**config.mk**
```make
export PLATFORM = sky130hd
export DESIGN_NAME = tpo_ctrl
export DESIGN_NICKNAME = d
export VERILOG_FILES = /design/src/rtl/tpo_pkg.sv /design/src/rtl/tpo_ctrl.sv /design/src/rtl/tpo_guard.sv
export SDC_FILE = /design/constraint.sdc
export NUM_CORES = 1
export LEC_CHECK = 0
export ABC_CLOCK_PERIOD_IN_PS = 8500
export BUFFER_PORTS_ARGS = -buffer_cell sky130_fd_sc_hd__buf_2
export CAP_MARGIN = 10
export CORE_UTILIZATION = 42
export DETAILED_ROUTE_END_ITERATION = 12
export PLACE_DENSITY = 0.68
export SLEW_MARGIN = 30
export SYNTH_ARGS = -nofsm -noshare
export SYNTH_HDL_FRONTEND = slang
export SYNTH_SLANG_ARGS = --single-unit
```
**constraint.sdc**
```tcl
create_clock -name clk_sys_in -period 8.5 [get_ports clk_sys_in]
set_clock_uncertainty 0.2 [all_clocks]
set_input_delay 1.275 -clock clk_sys_in [delete_from_list [all_inputs] [get_ports clk_sys_in]]
set_output_delay 1.275 -clock clk_sys_in [all_outputs]
set_load 0.01 [all_outputs]
```
**src/rtl/tpo_pkg.sv**
```systemverilog
// What this block does
// - with z5 select zero, software z5 value goes into every outbound spe z5 byte
// - override bit one replaces h1/h2 with arbitrary pointer; zero sends correct h1/h2; stuff and new data flag frames still send their own h1/h2
// - forced pointer never moves the real spe position
// - guard bit one allows commanded events only after 3 quiet frames
// - negative command rising: payload byte in h3, d bits inverted
// - after negative stuff pointer decreases by one and stays
// - positive command rising: stuff byte after h3, i bits inverted
// - after positive stuff pointer increases by one and stays
// - negative, positive and single flag commands clear themselves
// - continuous flag bit one repeats flag events loading the arbitrary pointer
// - single flag rising sends 1001 with arbitrary pointer, then 0110 with it
// - trace length field: 00 one byte, 01 sixteen, 10/11 sixty-four
// - j1 method 01 trace buffer, 10 software value, 11 serial input
// - arbitrary registers give flag, size and ten pointer bits on override rise
package tpo_pkg;
  localparam int ADDR_W = 16;
  localparam logic [15:0] OFS_Z5 = 16'h59b3;
  localparam logic [15:0] OFS_CTRL = 16'h59b7;
  localparam logic [15:0] OFS_J1CTL = 16'h59bb;
  localparam logic [15:0] OFS_ARB_H1 = 16'h59bf;
  localparam logic [15:0] OFS_ARB_H2 = 16'h59c3;
  localparam logic [15:0] OFS_PTR_HI = 16'h59c6;
  localparam logic [15:0] OFS_PTR_LO = 16'h59c7;
  localparam logic [15:0] OFS_J1VAL = 16'h59c8;
  localparam logic [15:0] OFS_POHCTL = 16'h5982;
  localparam int B_FORCE = 5;
  localparam int B_GUARD = 4;
  localparam int B_NEG = 3;
  localparam int B_POS = 2;
  localparam int B_CONT = 1;
  localparam int B_ONE = 0;
  localparam int B_Z5SEL = 3;
  localparam logic [7:0] CTRL_MASK = 8'h3f;
  localparam logic [7:0] J1CTL_MASK = 8'h0f;
  localparam logic [7:0] POHCTL_MASK = 8'h08;
  localparam logic [7:0] RST_BYTE = 8'h00;
  localparam logic [9:0] RST_PTR = 10'h20a;
  localparam logic [3:0] NDF_SET = 4'h9;
  localparam logic [3:0] NDF_NORM = 4'h6;
  localparam logic [1:0] SS_BITS = 2'h2;
  localparam logic [1:0] GUARD_FRAMES = 2'h3;
  localparam logic [7:0] J1_ZERO = 8'h00;
  localparam logic [6:0] LEN_1 = 7'h01;
  localparam logic [6:0] LEN_16 = 7'h10;
  localparam logic [6:0] LEN_64 = 7'h40;
  typedef enum logic [2:0] {
    TPO_EV_NONE = 3'b000,
    TPO_EV_NEG = 3'b001,
    TPO_EV_POS = 3'b010,
    TPO_EV_NDF = 3'b011,
    TPO_EV_FORCE = 3'b100
  } tpo_ev_t;
  typedef struct packed {
    logic [7:0] h1;
    logic [7:0] h2;
    logic neg_stuff;
    logic pos_stuff;
  } tpo_ptr_t;
  typedef struct packed {
    logic [7:0] j1;
    logic [7:0] z5;
    logic [6:0] trace_len;
  } tpo_poh_t;
endpackage : tpo_pkg

```
**src/rtl/tpo_ctrl.sv**
```systemverilog
// Design decision made here: the address-and-strobe port.
`timescale 1ns/10ps
module tpo_ctrl
(
  // clock and reset
  input wire logic clk_sys_in,
  input wire logic rstn_in,
  input wire logic ce_in,
  // register port
  input wire logic [15:0] addr_in,
  input wire logic [7:0] wdata_in,
  input wire logic wr_in,
  input wire logic rd_in,
  output logic [7:0] rdata_out,
  // frame timing from the transmit framer
  input wire logic frame_start_in,
  // j1 sources
  input wire logic [7:0] trace_byte_in,
  input wire logic path_overhead_serial_in,
  // outbound overhead
  output tpo_pkg::tpo_ptr_t ptr_out,
  output tpo_pkg::tpo_poh_t poh_out,
  output logic [1:0] j1_method_out,
  output logic [9:0] spe_offset_out
);
  logic [7:0] z5_value;
  logic [7:0] ctrl;
  logic [7:0] j1ctl;
  logic [7:0] j1_value;
  logic [7:0] pohctl;
  logic [7:0] arb_h1;
  logic [7:0] arb_h2;
  logic [9:0] ptr;
  logic neg_pend;
  logic pos_pend;
  logic one_pend;
  logic force_q;
  logic force_rise;
  logic ser_s1;
  logic ser_s2;
  logic [7:0] ser_shift;
  logic [7:0] ser_byte;
  logic [2:0] ser_cnt;
  logic quiet;
  logic allow;
  logic adjust;
  logic [9:0] ptr_dec_word;
  logic [9:0] ptr_inc_word;
  tpo_pkg::tpo_ev_t next_ev;
  logic [9:0] arb_ptr;

  function automatic logic wr_hit(input logic [15:0] a, input logic [15:0] ofs);
    wr_hit = (a == ofs);
  endfunction : wr_hit

  function automatic logic [7:0] h1_byte(input logic [3:0] n, input logic [1:0] ss,
                                         input logic [9:0] p);
    h1_byte = {n, ss, p[9:8]};
  endfunction : h1_byte

  // invert bits 9,7,5,3,1 (i) or 8,6,4,2,0 (d)
  function automatic logic [9:0] flip(input logic [9:0] p, input logic odd);
    flip = odd ? (p ^ 10'h2aa) : (p ^ 10'h155);
  endfunction : flip

  assign arb_ptr = {arb_h1[1:0], arb_h2};
  assign ptr_dec_word = flip(ptr, 1'b0);
  assign ptr_inc_word = flip(ptr, 1'b1);

  always_ff @(posedge clk_sys_in or negedge rstn_in)
  begin
    if (!rstn_in)
    begin
      z5_value <= tpo_pkg::RST_BYTE;
      j1ctl <= tpo_pkg::RST_BYTE;
      j1_value <= tpo_pkg::RST_BYTE;
      pohctl <= tpo_pkg::RST_BYTE;
      arb_h1 <= tpo_pkg::RST_BYTE;
      arb_h2 <= tpo_pkg::RST_BYTE;
    end
    else if (ce_in && wr_in)
    begin
      if (wr_hit(addr_in, tpo_pkg::OFS_Z5))
        z5_value <= wdata_in;
      if (wr_hit(addr_in, tpo_pkg::OFS_J1CTL))
        j1ctl <= wdata_in & tpo_pkg::J1CTL_MASK;
      if (wr_hit(addr_in, tpo_pkg::OFS_J1VAL))
        j1_value <= wdata_in;
      if (wr_hit(addr_in, tpo_pkg::OFS_POHCTL))
        pohctl <= wdata_in & tpo_pkg::POHCTL_MASK;
      if (wr_hit(addr_in, tpo_pkg::OFS_ARB_H1))
        arb_h1 <= wdata_in;
      if (wr_hit(addr_in, tpo_pkg::OFS_ARB_H2))
        arb_h2 <= wdata_in;
    end
  end

  // control register; one-shot bits are pending until the frame takes them
  always_ff @(posedge clk_sys_in or negedge rstn_in)
  begin
    if (!rstn_in)
    begin
      ctrl <= tpo_pkg::RST_BYTE;
      neg_pend <= 1'b0;
      pos_pend <= 1'b0;
      one_pend <= 1'b0;
    end
    else if (ce_in)
    begin
      if (frame_start_in)
      begin
        if (next_ev == tpo_pkg::TPO_EV_NEG)
          neg_pend <= 1'b0;
        if (next_ev == tpo_pkg::TPO_EV_POS)
          pos_pend <= 1'b0;
        if (next_ev == tpo_pkg::TPO_EV_NDF)
          one_pend <= 1'b0;
      end
      if (wr_in && wr_hit(addr_in, tpo_pkg::OFS_CTRL))
      begin
        ctrl <= wdata_in & tpo_pkg::CTRL_MASK & 8'h32;
        if (wdata_in[tpo_pkg::B_NEG])
          neg_pend <= 1'b1;
        if (wdata_in[tpo_pkg::B_POS])
          pos_pend <= 1'b1;
        if (wdata_in[tpo_pkg::B_ONE])
          one_pend <= 1'b1;
      end
    end
  end

  always_ff @(posedge clk_sys_in or negedge rstn_in)
  begin
    if (!rstn_in)
      force_q <= 1'b0;
    else if (ce_in)
      force_q <= ctrl[tpo_pkg::B_FORCE];
  end
  assign force_rise = ctrl[tpo_pkg::B_FORCE] && !force_q;

  assign allow = !ctrl[tpo_pkg::B_GUARD] || quiet;

  // event chosen for the coming frame
  always_comb
  begin
    next_ev = tpo_pkg::TPO_EV_NONE;
    if (allow && ctrl[tpo_pkg::B_CONT])
      next_ev = tpo_pkg::TPO_EV_NDF;
    else if (allow && one_pend)
      next_ev = tpo_pkg::TPO_EV_NDF;
    else if (allow && neg_pend)
      next_ev = tpo_pkg::TPO_EV_NEG;
    else if (allow && pos_pend)
      next_ev = tpo_pkg::TPO_EV_POS;
  end

  assign adjust = ce_in && frame_start_in && (next_ev != tpo_pkg::TPO_EV_NONE);

  tpo_guard u_guard
  (
    .clk_sys_in(clk_sys_in),
    .rstn_in(rstn_in),
    .ce_in(ce_in),
    .frame_in(frame_start_in),
    .adjust_in(adjust),
    .quiet_out(quiet)
  );

  // pointer and outbound h1/h2, updated at frame start; h1/h2 also on override rise
  always_ff @(posedge clk_sys_in or negedge rstn_in)
  begin
    if (!rstn_in)
    begin
      ptr <= tpo_pkg::RST_PTR;
      ptr_out <= '0;
      spe_offset_out <= tpo_pkg::RST_PTR;
    end
    else if (ce_in && frame_start_in)
    begin
      ptr_out.neg_stuff <= (next_ev == tpo_pkg::TPO_EV_NEG);
      ptr_out.pos_stuff <= (next_ev == tpo_pkg::TPO_EV_POS);
      case (next_ev)
        tpo_pkg::TPO_EV_NEG:
        begin
          ptr <= ptr - 10'h001;
          spe_offset_out <= ptr - 10'h001;
          {ptr_out.h1, ptr_out.h2} <= {h1_byte(tpo_pkg::NDF_NORM, tpo_pkg::SS_BITS,
            ptr_dec_word), ptr_dec_word[7:0]};
        end
        tpo_pkg::TPO_EV_POS:
        begin
          ptr <= ptr + 10'h001;
          spe_offset_out <= ptr + 10'h001;
          {ptr_out.h1, ptr_out.h2} <= {h1_byte(tpo_pkg::NDF_NORM, tpo_pkg::SS_BITS,
            ptr_inc_word), ptr_inc_word[7:0]};
        end
        tpo_pkg::TPO_EV_NDF:
        begin
          ptr <= arb_ptr;
          spe_offset_out <= arb_ptr;
          {ptr_out.h1, ptr_out.h2} <= {h1_byte(tpo_pkg::NDF_SET, arb_h1[3:2], arb_ptr),
            arb_h2};
        end
        default:
        begin
          spe_offset_out <= ptr;
          if (ctrl[tpo_pkg::B_FORCE])
            {ptr_out.h1, ptr_out.h2} <= {arb_h1, arb_h2};
          else
            {ptr_out.h1, ptr_out.h2} <= {h1_byte(tpo_pkg::NDF_NORM, tpo_pkg::SS_BITS, ptr),
              ptr[7:0]};
        end
      endcase
    end
    else if (ce_in && force_rise)
      {ptr_out.h1, ptr_out.h2} <= {arb_h1, arb_h2};
  end

  // serial path overhead input, synchronised then shifted in
  always_ff @(posedge clk_sys_in or negedge rstn_in)
  begin
    if (!rstn_in)
    begin
      ser_s1 <= 1'b0;
      ser_s2 <= 1'b0;
      ser_shift <= tpo_pkg::RST_BYTE;
      ser_byte <= tpo_pkg::RST_BYTE;
      ser_cnt <= 3'h0;
    end
    else if (ce_in)
    begin
      ser_s1 <= path_overhead_serial_in;
      ser_s2 <= ser_s1;
      ser_shift <= {ser_shift[6:0], ser_s2};
      ser_cnt <= frame_start_in ? 3'h0 : ser_cnt + 3'h1;
      if (ser_cnt == 3'h7)
        ser_byte <= {ser_shift[6:0], ser_s2};
    end
  end

  // j1, z5 and trace length
  always_ff @(posedge clk_sys_in or negedge rstn_in)
  begin
    if (!rstn_in)
    begin
      poh_out <= '0;
      j1_method_out <= 2'h0;
    end
    else if (ce_in)
    begin
      j1_method_out <= j1ctl[1:0];
      case (j1ctl[1:0])
        2'h0: poh_out.j1 <= tpo_pkg::J1_ZERO;
        2'h1: poh_out.j1 <= trace_byte_in;
        2'h2: poh_out.j1 <= j1_value;
        default: poh_out.j1 <= ser_byte;
      endcase
      if (!pohctl[tpo_pkg::B_Z5SEL])
        poh_out.z5 <= z5_value;
      else
        poh_out.z5 <= ser_byte;
      case (j1ctl[3:2])
        2'h0: poh_out.trace_len <= tpo_pkg::LEN_1;
        2'h1: poh_out.trace_len <= tpo_pkg::LEN_16;
        default: poh_out.trace_len <= tpo_pkg::LEN_64;
      endcase
    end
  end

  // read data one cycle after the strobe
  always_ff @(posedge clk_sys_in or negedge rstn_in)
  begin
    if (!rstn_in)
      rdata_out <= tpo_pkg::RST_BYTE;
    else if (ce_in)
    begin
      rdata_out <= tpo_pkg::RST_BYTE;
      if (rd_in)
      begin
        case (addr_in)
          tpo_pkg::OFS_Z5: rdata_out <= z5_value;
          tpo_pkg::OFS_CTRL: rdata_out <= ctrl;
          tpo_pkg::OFS_J1CTL: rdata_out <= j1ctl;
          tpo_pkg::OFS_J1VAL: rdata_out <= j1_value;
          tpo_pkg::OFS_POHCTL: rdata_out <= pohctl;
          tpo_pkg::OFS_ARB_H1: rdata_out <= arb_h1;
          tpo_pkg::OFS_ARB_H2: rdata_out <= arb_h2;
          tpo_pkg::OFS_PTR_HI: rdata_out <= {6'h00, ptr[9:8]};
          tpo_pkg::OFS_PTR_LO: rdata_out <= ptr[7:0];
          default: rdata_out <= tpo_pkg::RST_BYTE;
        endcase
      end
    end
  end

  property p_neg_dec;
    @(posedge clk_sys_in) disable iff (!rstn_in)
    (ce_in && frame_start_in && next_ev == tpo_pkg::TPO_EV_NEG) |=> ptr == $past(ptr) - 10'h001;
  endproperty
  a_neg_dec: assert property (p_neg_dec) else $error("neg stuff did not decrement");

  property p_pos_inc;
    @(posedge clk_sys_in) disable iff (!rstn_in)
    (ce_in && frame_start_in && next_ev == tpo_pkg::TPO_EV_POS) |=> ptr == $past(ptr) + 10'h001;
  endproperty
  a_pos_inc: assert property (p_pos_inc) else $error("pos stuff did not increment");

  property p_guard;
    @(posedge clk_sys_in) disable iff (!rstn_in)
    (ctrl[tpo_pkg::B_GUARD] && !quiet) |-> next_ev == tpo_pkg::TPO_EV_NONE;
  endproperty
  a_guard: assert property (p_guard) else $error("event inside guard window");

  property p_z5;
    @(posedge clk_sys_in) disable iff (!rstn_in)
    (ce_in && !pohctl[tpo_pkg::B_Z5SEL]) |=> poh_out.z5 == $past(z5_value);
  endproperty
  a_z5: assert property (p_z5) else $error("z5 not from register");

  property p_j1_zero;
    @(posedge clk_sys_in) disable iff (!rstn_in)
    (ce_in && j1ctl[1:0] == 2'h0) |=> poh_out.j1 == tpo_pkg::J1_ZERO;
  endproperty
  a_j1_zero: assert property (p_j1_zero) else $error("j1 not zero");

  property p_len;
    @(posedge clk_sys_in) disable iff (!rstn_in)
    (ce_in && j1ctl[3]) |=> poh_out.trace_len == tpo_pkg::LEN_64;
  endproperty
  a_len: assert property (p_len) else $error("trace length wrong");

  property p_ndf_flag;
    @(posedge clk_sys_in) disable iff (!rstn_in)
    (ce_in && frame_start_in && next_ev == tpo_pkg::TPO_EV_NDF) |=>
      ptr_out.h1[7:4] == tpo_pkg::NDF_SET && ptr == $past(arb_ptr);
  endproperty
  a_ndf_flag: assert property (p_ndf_flag) else $error("new data flag wrong");

  property p_unused;
    @(posedge clk_sys_in) disable iff (!rstn_in)
    ctrl[7:6] == 2'h0 && ctrl[3:2] == 2'h0 && ctrl[0] == 1'b0 && j1ctl[7:4] == 4'h0;
  endproperty
  a_unused: assert property (p_unused) else $error("unused bits set");
endmodule : tpo_ctrl

```
**src/rtl/tpo_guard.sv**
```systemverilog
`timescale 1ns/10ps
// counts frames since the last pointer adjustment
module tpo_guard
(
  // clock and reset
  input wire logic clk_sys_in,
  input wire logic rstn_in,
  input wire logic ce_in,
  // frame events
  input wire logic frame_in,
  input wire logic adjust_in,
  // status
  output logic quiet_out
);
  logic [1:0] since;
  always_ff @(posedge clk_sys_in or negedge rstn_in)
  begin
    if (!rstn_in)
      since <= tpo_pkg::GUARD_FRAMES;
    else if (ce_in)
    begin
      if (adjust_in)
        since <= 2'h0;
      else if (frame_in && since != tpo_pkg::GUARD_FRAMES)
        since <= since + 2'h1;
    end
  end
  assign quiet_out = (since == tpo_pkg::GUARD_FRAMES);
endmodule : tpo_guard

```
==> flow_summary.ini <==
[setup_path]
start_kind = flop
crit_path_end_kind = flop
r2r_end = ptr[9]
crit_fanout = 14
reg2regPathDepth = 13
critical_path.max_stage_delay_ns = 0.56
slowest_stage = dfstp_2
critPathRequiredTime_ns = 8.61
reg2reg_slack_ns = 4.10
rr_startpoint = u_guard.since[0]
crit_top_cell = ha_1
worst-setup-path-type = reg -> reg
crit_chain = ha_1 > nand2b_1 > nand2_1 > and2_1 > inv_1 > ha_1 > inv_1 > ha_1 > nand3_1 > nand2_1 > o41ai_1 > mux2i_1 > o211ai_1
critPathArrivalTime_ns = 4.51

[grt]
antenna_found_initial = 1
grt_pass1_wl_microns = 30000
grt_max_degree = 64
grt_pass1_vias = 5397
grt-ovfl-total = 0
grt_usage_pct = 24.1

[cells_and_area]
final_core_util_pct = 51.5
syn_to_final_growth_pct = 18.5
fin_cells = 936
drive_above_1_share_pct = 30.1
stdcell_area_sq_mm = 0.00792
nets = 774
layout_commonest_cell = dfrtp_1
final_cell_mix = 118 x dfrtp_1, 94 x buf_2, 71 x mux2_2
nFillCells = 1384

[logic_synthesis]
ys_ff_latch = 123
synthDistinctLibCells = 66
synth-async-reset-ratio_pct = 100
yosys_warnings = 0
synth_cells = 628
seq_area_frac_synth_pct = 46.1
mappedNetlistArea_sq_mm = 0.00668
synth_edf_count = 0
synth_ff_type = dfrtp_1
syn_area_per_cell_sq_um = 10.6

[power_and_ir_drop]
power_density_mw_per_mm2 = 194
ir_worst_vdd_v = 0.000138
switching_share_pct = 25.1
power_frac_clock_pct = 48.9
p_sw_uw = 385
p_leak_nw = 3.69
p_seq_share_pct = 42.5
power_frac_comb_pct = 8.6
internal-power_mw = 1.15

[clock_tree]
clk_pin_slew_worst_paths_ns = 0.06
clockRootBuffer = clkbuf_16
post_cts_buffers = 0
clock-sinks = 123
cts_resized = 0
numCtsBuffers = 17
cts_tree = done
clk_latency_ns = 0.42
htree_levels = 4
cts.path.max_buffers = 2
postCtsHoldBufs = 0

[timing]
finalSetupViolCount = 0
worst_pin_slew_ns = 0.869
finalHoldViolCount = 0
fmax_mhz = 227
setup_tns_ns = 0
slew_headroom_pct = 41.6
rsz0062_at_grt = no
period_minus_slack_ns = 4.40
period_share_pct = 51.8
fin_ws_ns = 4.10
final_max_slew_viol_count = 0

[job]
max_cap_viol_count = 0

[place]
place_hpwl_microns = 13600
preCtsSetupSlack_ns = 4.27
io_buffers = 95
gp_congestion = 0.982
dp_cells = 903
placed_area_sq_mm = 0.00730

[floorplanning]
coreArea_sq_mm = 0.0154
die_width_microns = 128
die_h_microns = 128
die-area_sq_mm = 0.0164
row_count = 45
io_pins = 100
initial_core_util_pct = 43.5

[worst_hold_path]
holdCritPathClass = reg -> reg
hold_depth = 2
min_from = ptr_out[12]
worstHoldEndpoint = ptr_out[12]

[route]
drc = 0
dr.pass1.iters = 6
viasPerCell = 6.04
wl_per_cell_microns = 20.6
ant_nets = 0
drt-initial-drc-count = 503
vias = 5658
totalWireLength_microns = 19200

[status]
status = finished clean
==> metrics by stage <==
stage               power [mW]  hold slack, ns
floorplan                0.731           0.258
global placement         0.784           0.253
detailed placement       0.793           0.260
CTS                       1.54           0.273
global route              1.59           0.296
finish                    1.53           0.262
==> layout make-up <==
| cell class | count | area (sq um) | area share [%] |
|---|---|---|---|
| clock buffer | 18 | 429 | 5.42 |
| antenna | 1 | 2.50 | 0.0316 |
| timing repair buffer | 98 | 500 | 6.32 |
| tap | 211 | 264 | 3.33 |
| multi-input combinational | 457 | 3400 | 43.0 |
| sequential | 123 | 3080 | 38.9 |
| clock inverter | 14 | 185 | 2.34 |
| inverter | 14 | 52.6 | 0.663 |
==> power by group through the flow <==
stage	Combinational, mW	Clock (mW)	Sequential [mW]
CTS	0.133	0.758	0.651
floorplan	0.0726	0	0.659
detailed placement	0.132	0	0.661
global placement	0.126	0	0.658
finish	0.133	0.750	0.651
global route	0.146	0.786	0.656
==> synth_stat cells (all sizes together), types with 3 or more instances <==
cell | count | share of area (%)
a221oi | 14 | 1.8
and2 | 5 | 0.47
a222oi | 7 | 1.0
a2111oi | 5 | 0.66
nand4bb | 3 | 0.51
o31ai | 6 | 0.67
nor3 | 12 | 0.90
a31oi | 4 | 0.37
nand3 | 20 | 1.6
buf | 9 | 0.80
nor4bb | 3 | 0.45
a22o | 12 | 1.6
nor4 | 4 | 0.82
clkbuf | 28 | 1.6
a21oi | 30 | 2.2
nand2b | 5 | 0.47
nor2b | 8 | 0.75
mux2i | 11 | 1.6
mux2 | 72 | 12
dfstp | 5 | 2.0
a211oi | 6 | 0.67
o21a | 5 | 0.56
o211ai | 7 | 0.79
nand2 | 55 | 3.1
ha | 23 | 4.3
dfrtp | 118 | 44
a22oi | 15 | 1.7
o21ai | 21 | 1.6
a21o | 5 | 0.56
a32oi | 5 | 0.66
and3 | 8 | 0.75
nor2 | 48 | 2.8
inv | 14 | 0.79
o2bb2ai | 4 | 0.52
==> registers in the layout (all words and copies together), names as in the netlist, 3 cells and up <==
register,flops
poh_out,19
ptr_out,18
ser_byte,8
rdata_out,8
ser_shift,7
z5_value,8
j1_value,8
ptr,10
ctrl,3
ser_cnt,3
j1ctl,4
arb_h1,8
arb_h2,8
==> logic make-up after synthesis <==
| group | count (synthesis) | synth area share (%) |
|---|---|---|
| mux | 83 | 13.8 |
| buf+inv | 51 | 3.20 |
| flops | 123 | 46.1 |
| xor+xnor | 2 | 0.262 |
| other cells | 1 | 0.0561 |
| simple gates | 189 | 15.3 |
| compound gates | 155 | 16.6 |
| fa+ha+maj | 24 | 4.61 |
==> worst max path at each step <==
stage | from | to | cells past startpoint
final | u_guard.since[0] | ptr[9] | 13
after global routing | u_guard.since[0] | ptr[9] | 13
after CTS | u_guard.since[0] | ptr[6] | 13
after detailed placement | u_guard.since[0] | ptr[9] | 13
after global placement | u_guard.since[0] | ptr[9] | 13
after floorplan | u_guard.since[0] | ptr[9] | 15
==> critical path: cells and delay by family (launching register included) <==
family | cells | cell delay, ns
flip-flops | 1 | 0.56
buffers and inverters | 2 | 0.37
multiplexers | 1 | 0.25
adder cells (fa/ha/maj) | 3 | 1.20
AO/OA/AOI/OAI | 2 | 0.65
AND/OR/NAND/NOR | 5 | 1.07
==> routing by layer <==
layer	up-vias	GRT usage, %	share of wire [%]
met1	2832	33.0	43
met4	0	8.44	2.1
met2	282	37.4	46
li1	2513	-	-
met3	31	5.55	8.4
met5	-	0	0
(Power assumes the default switching activity.)
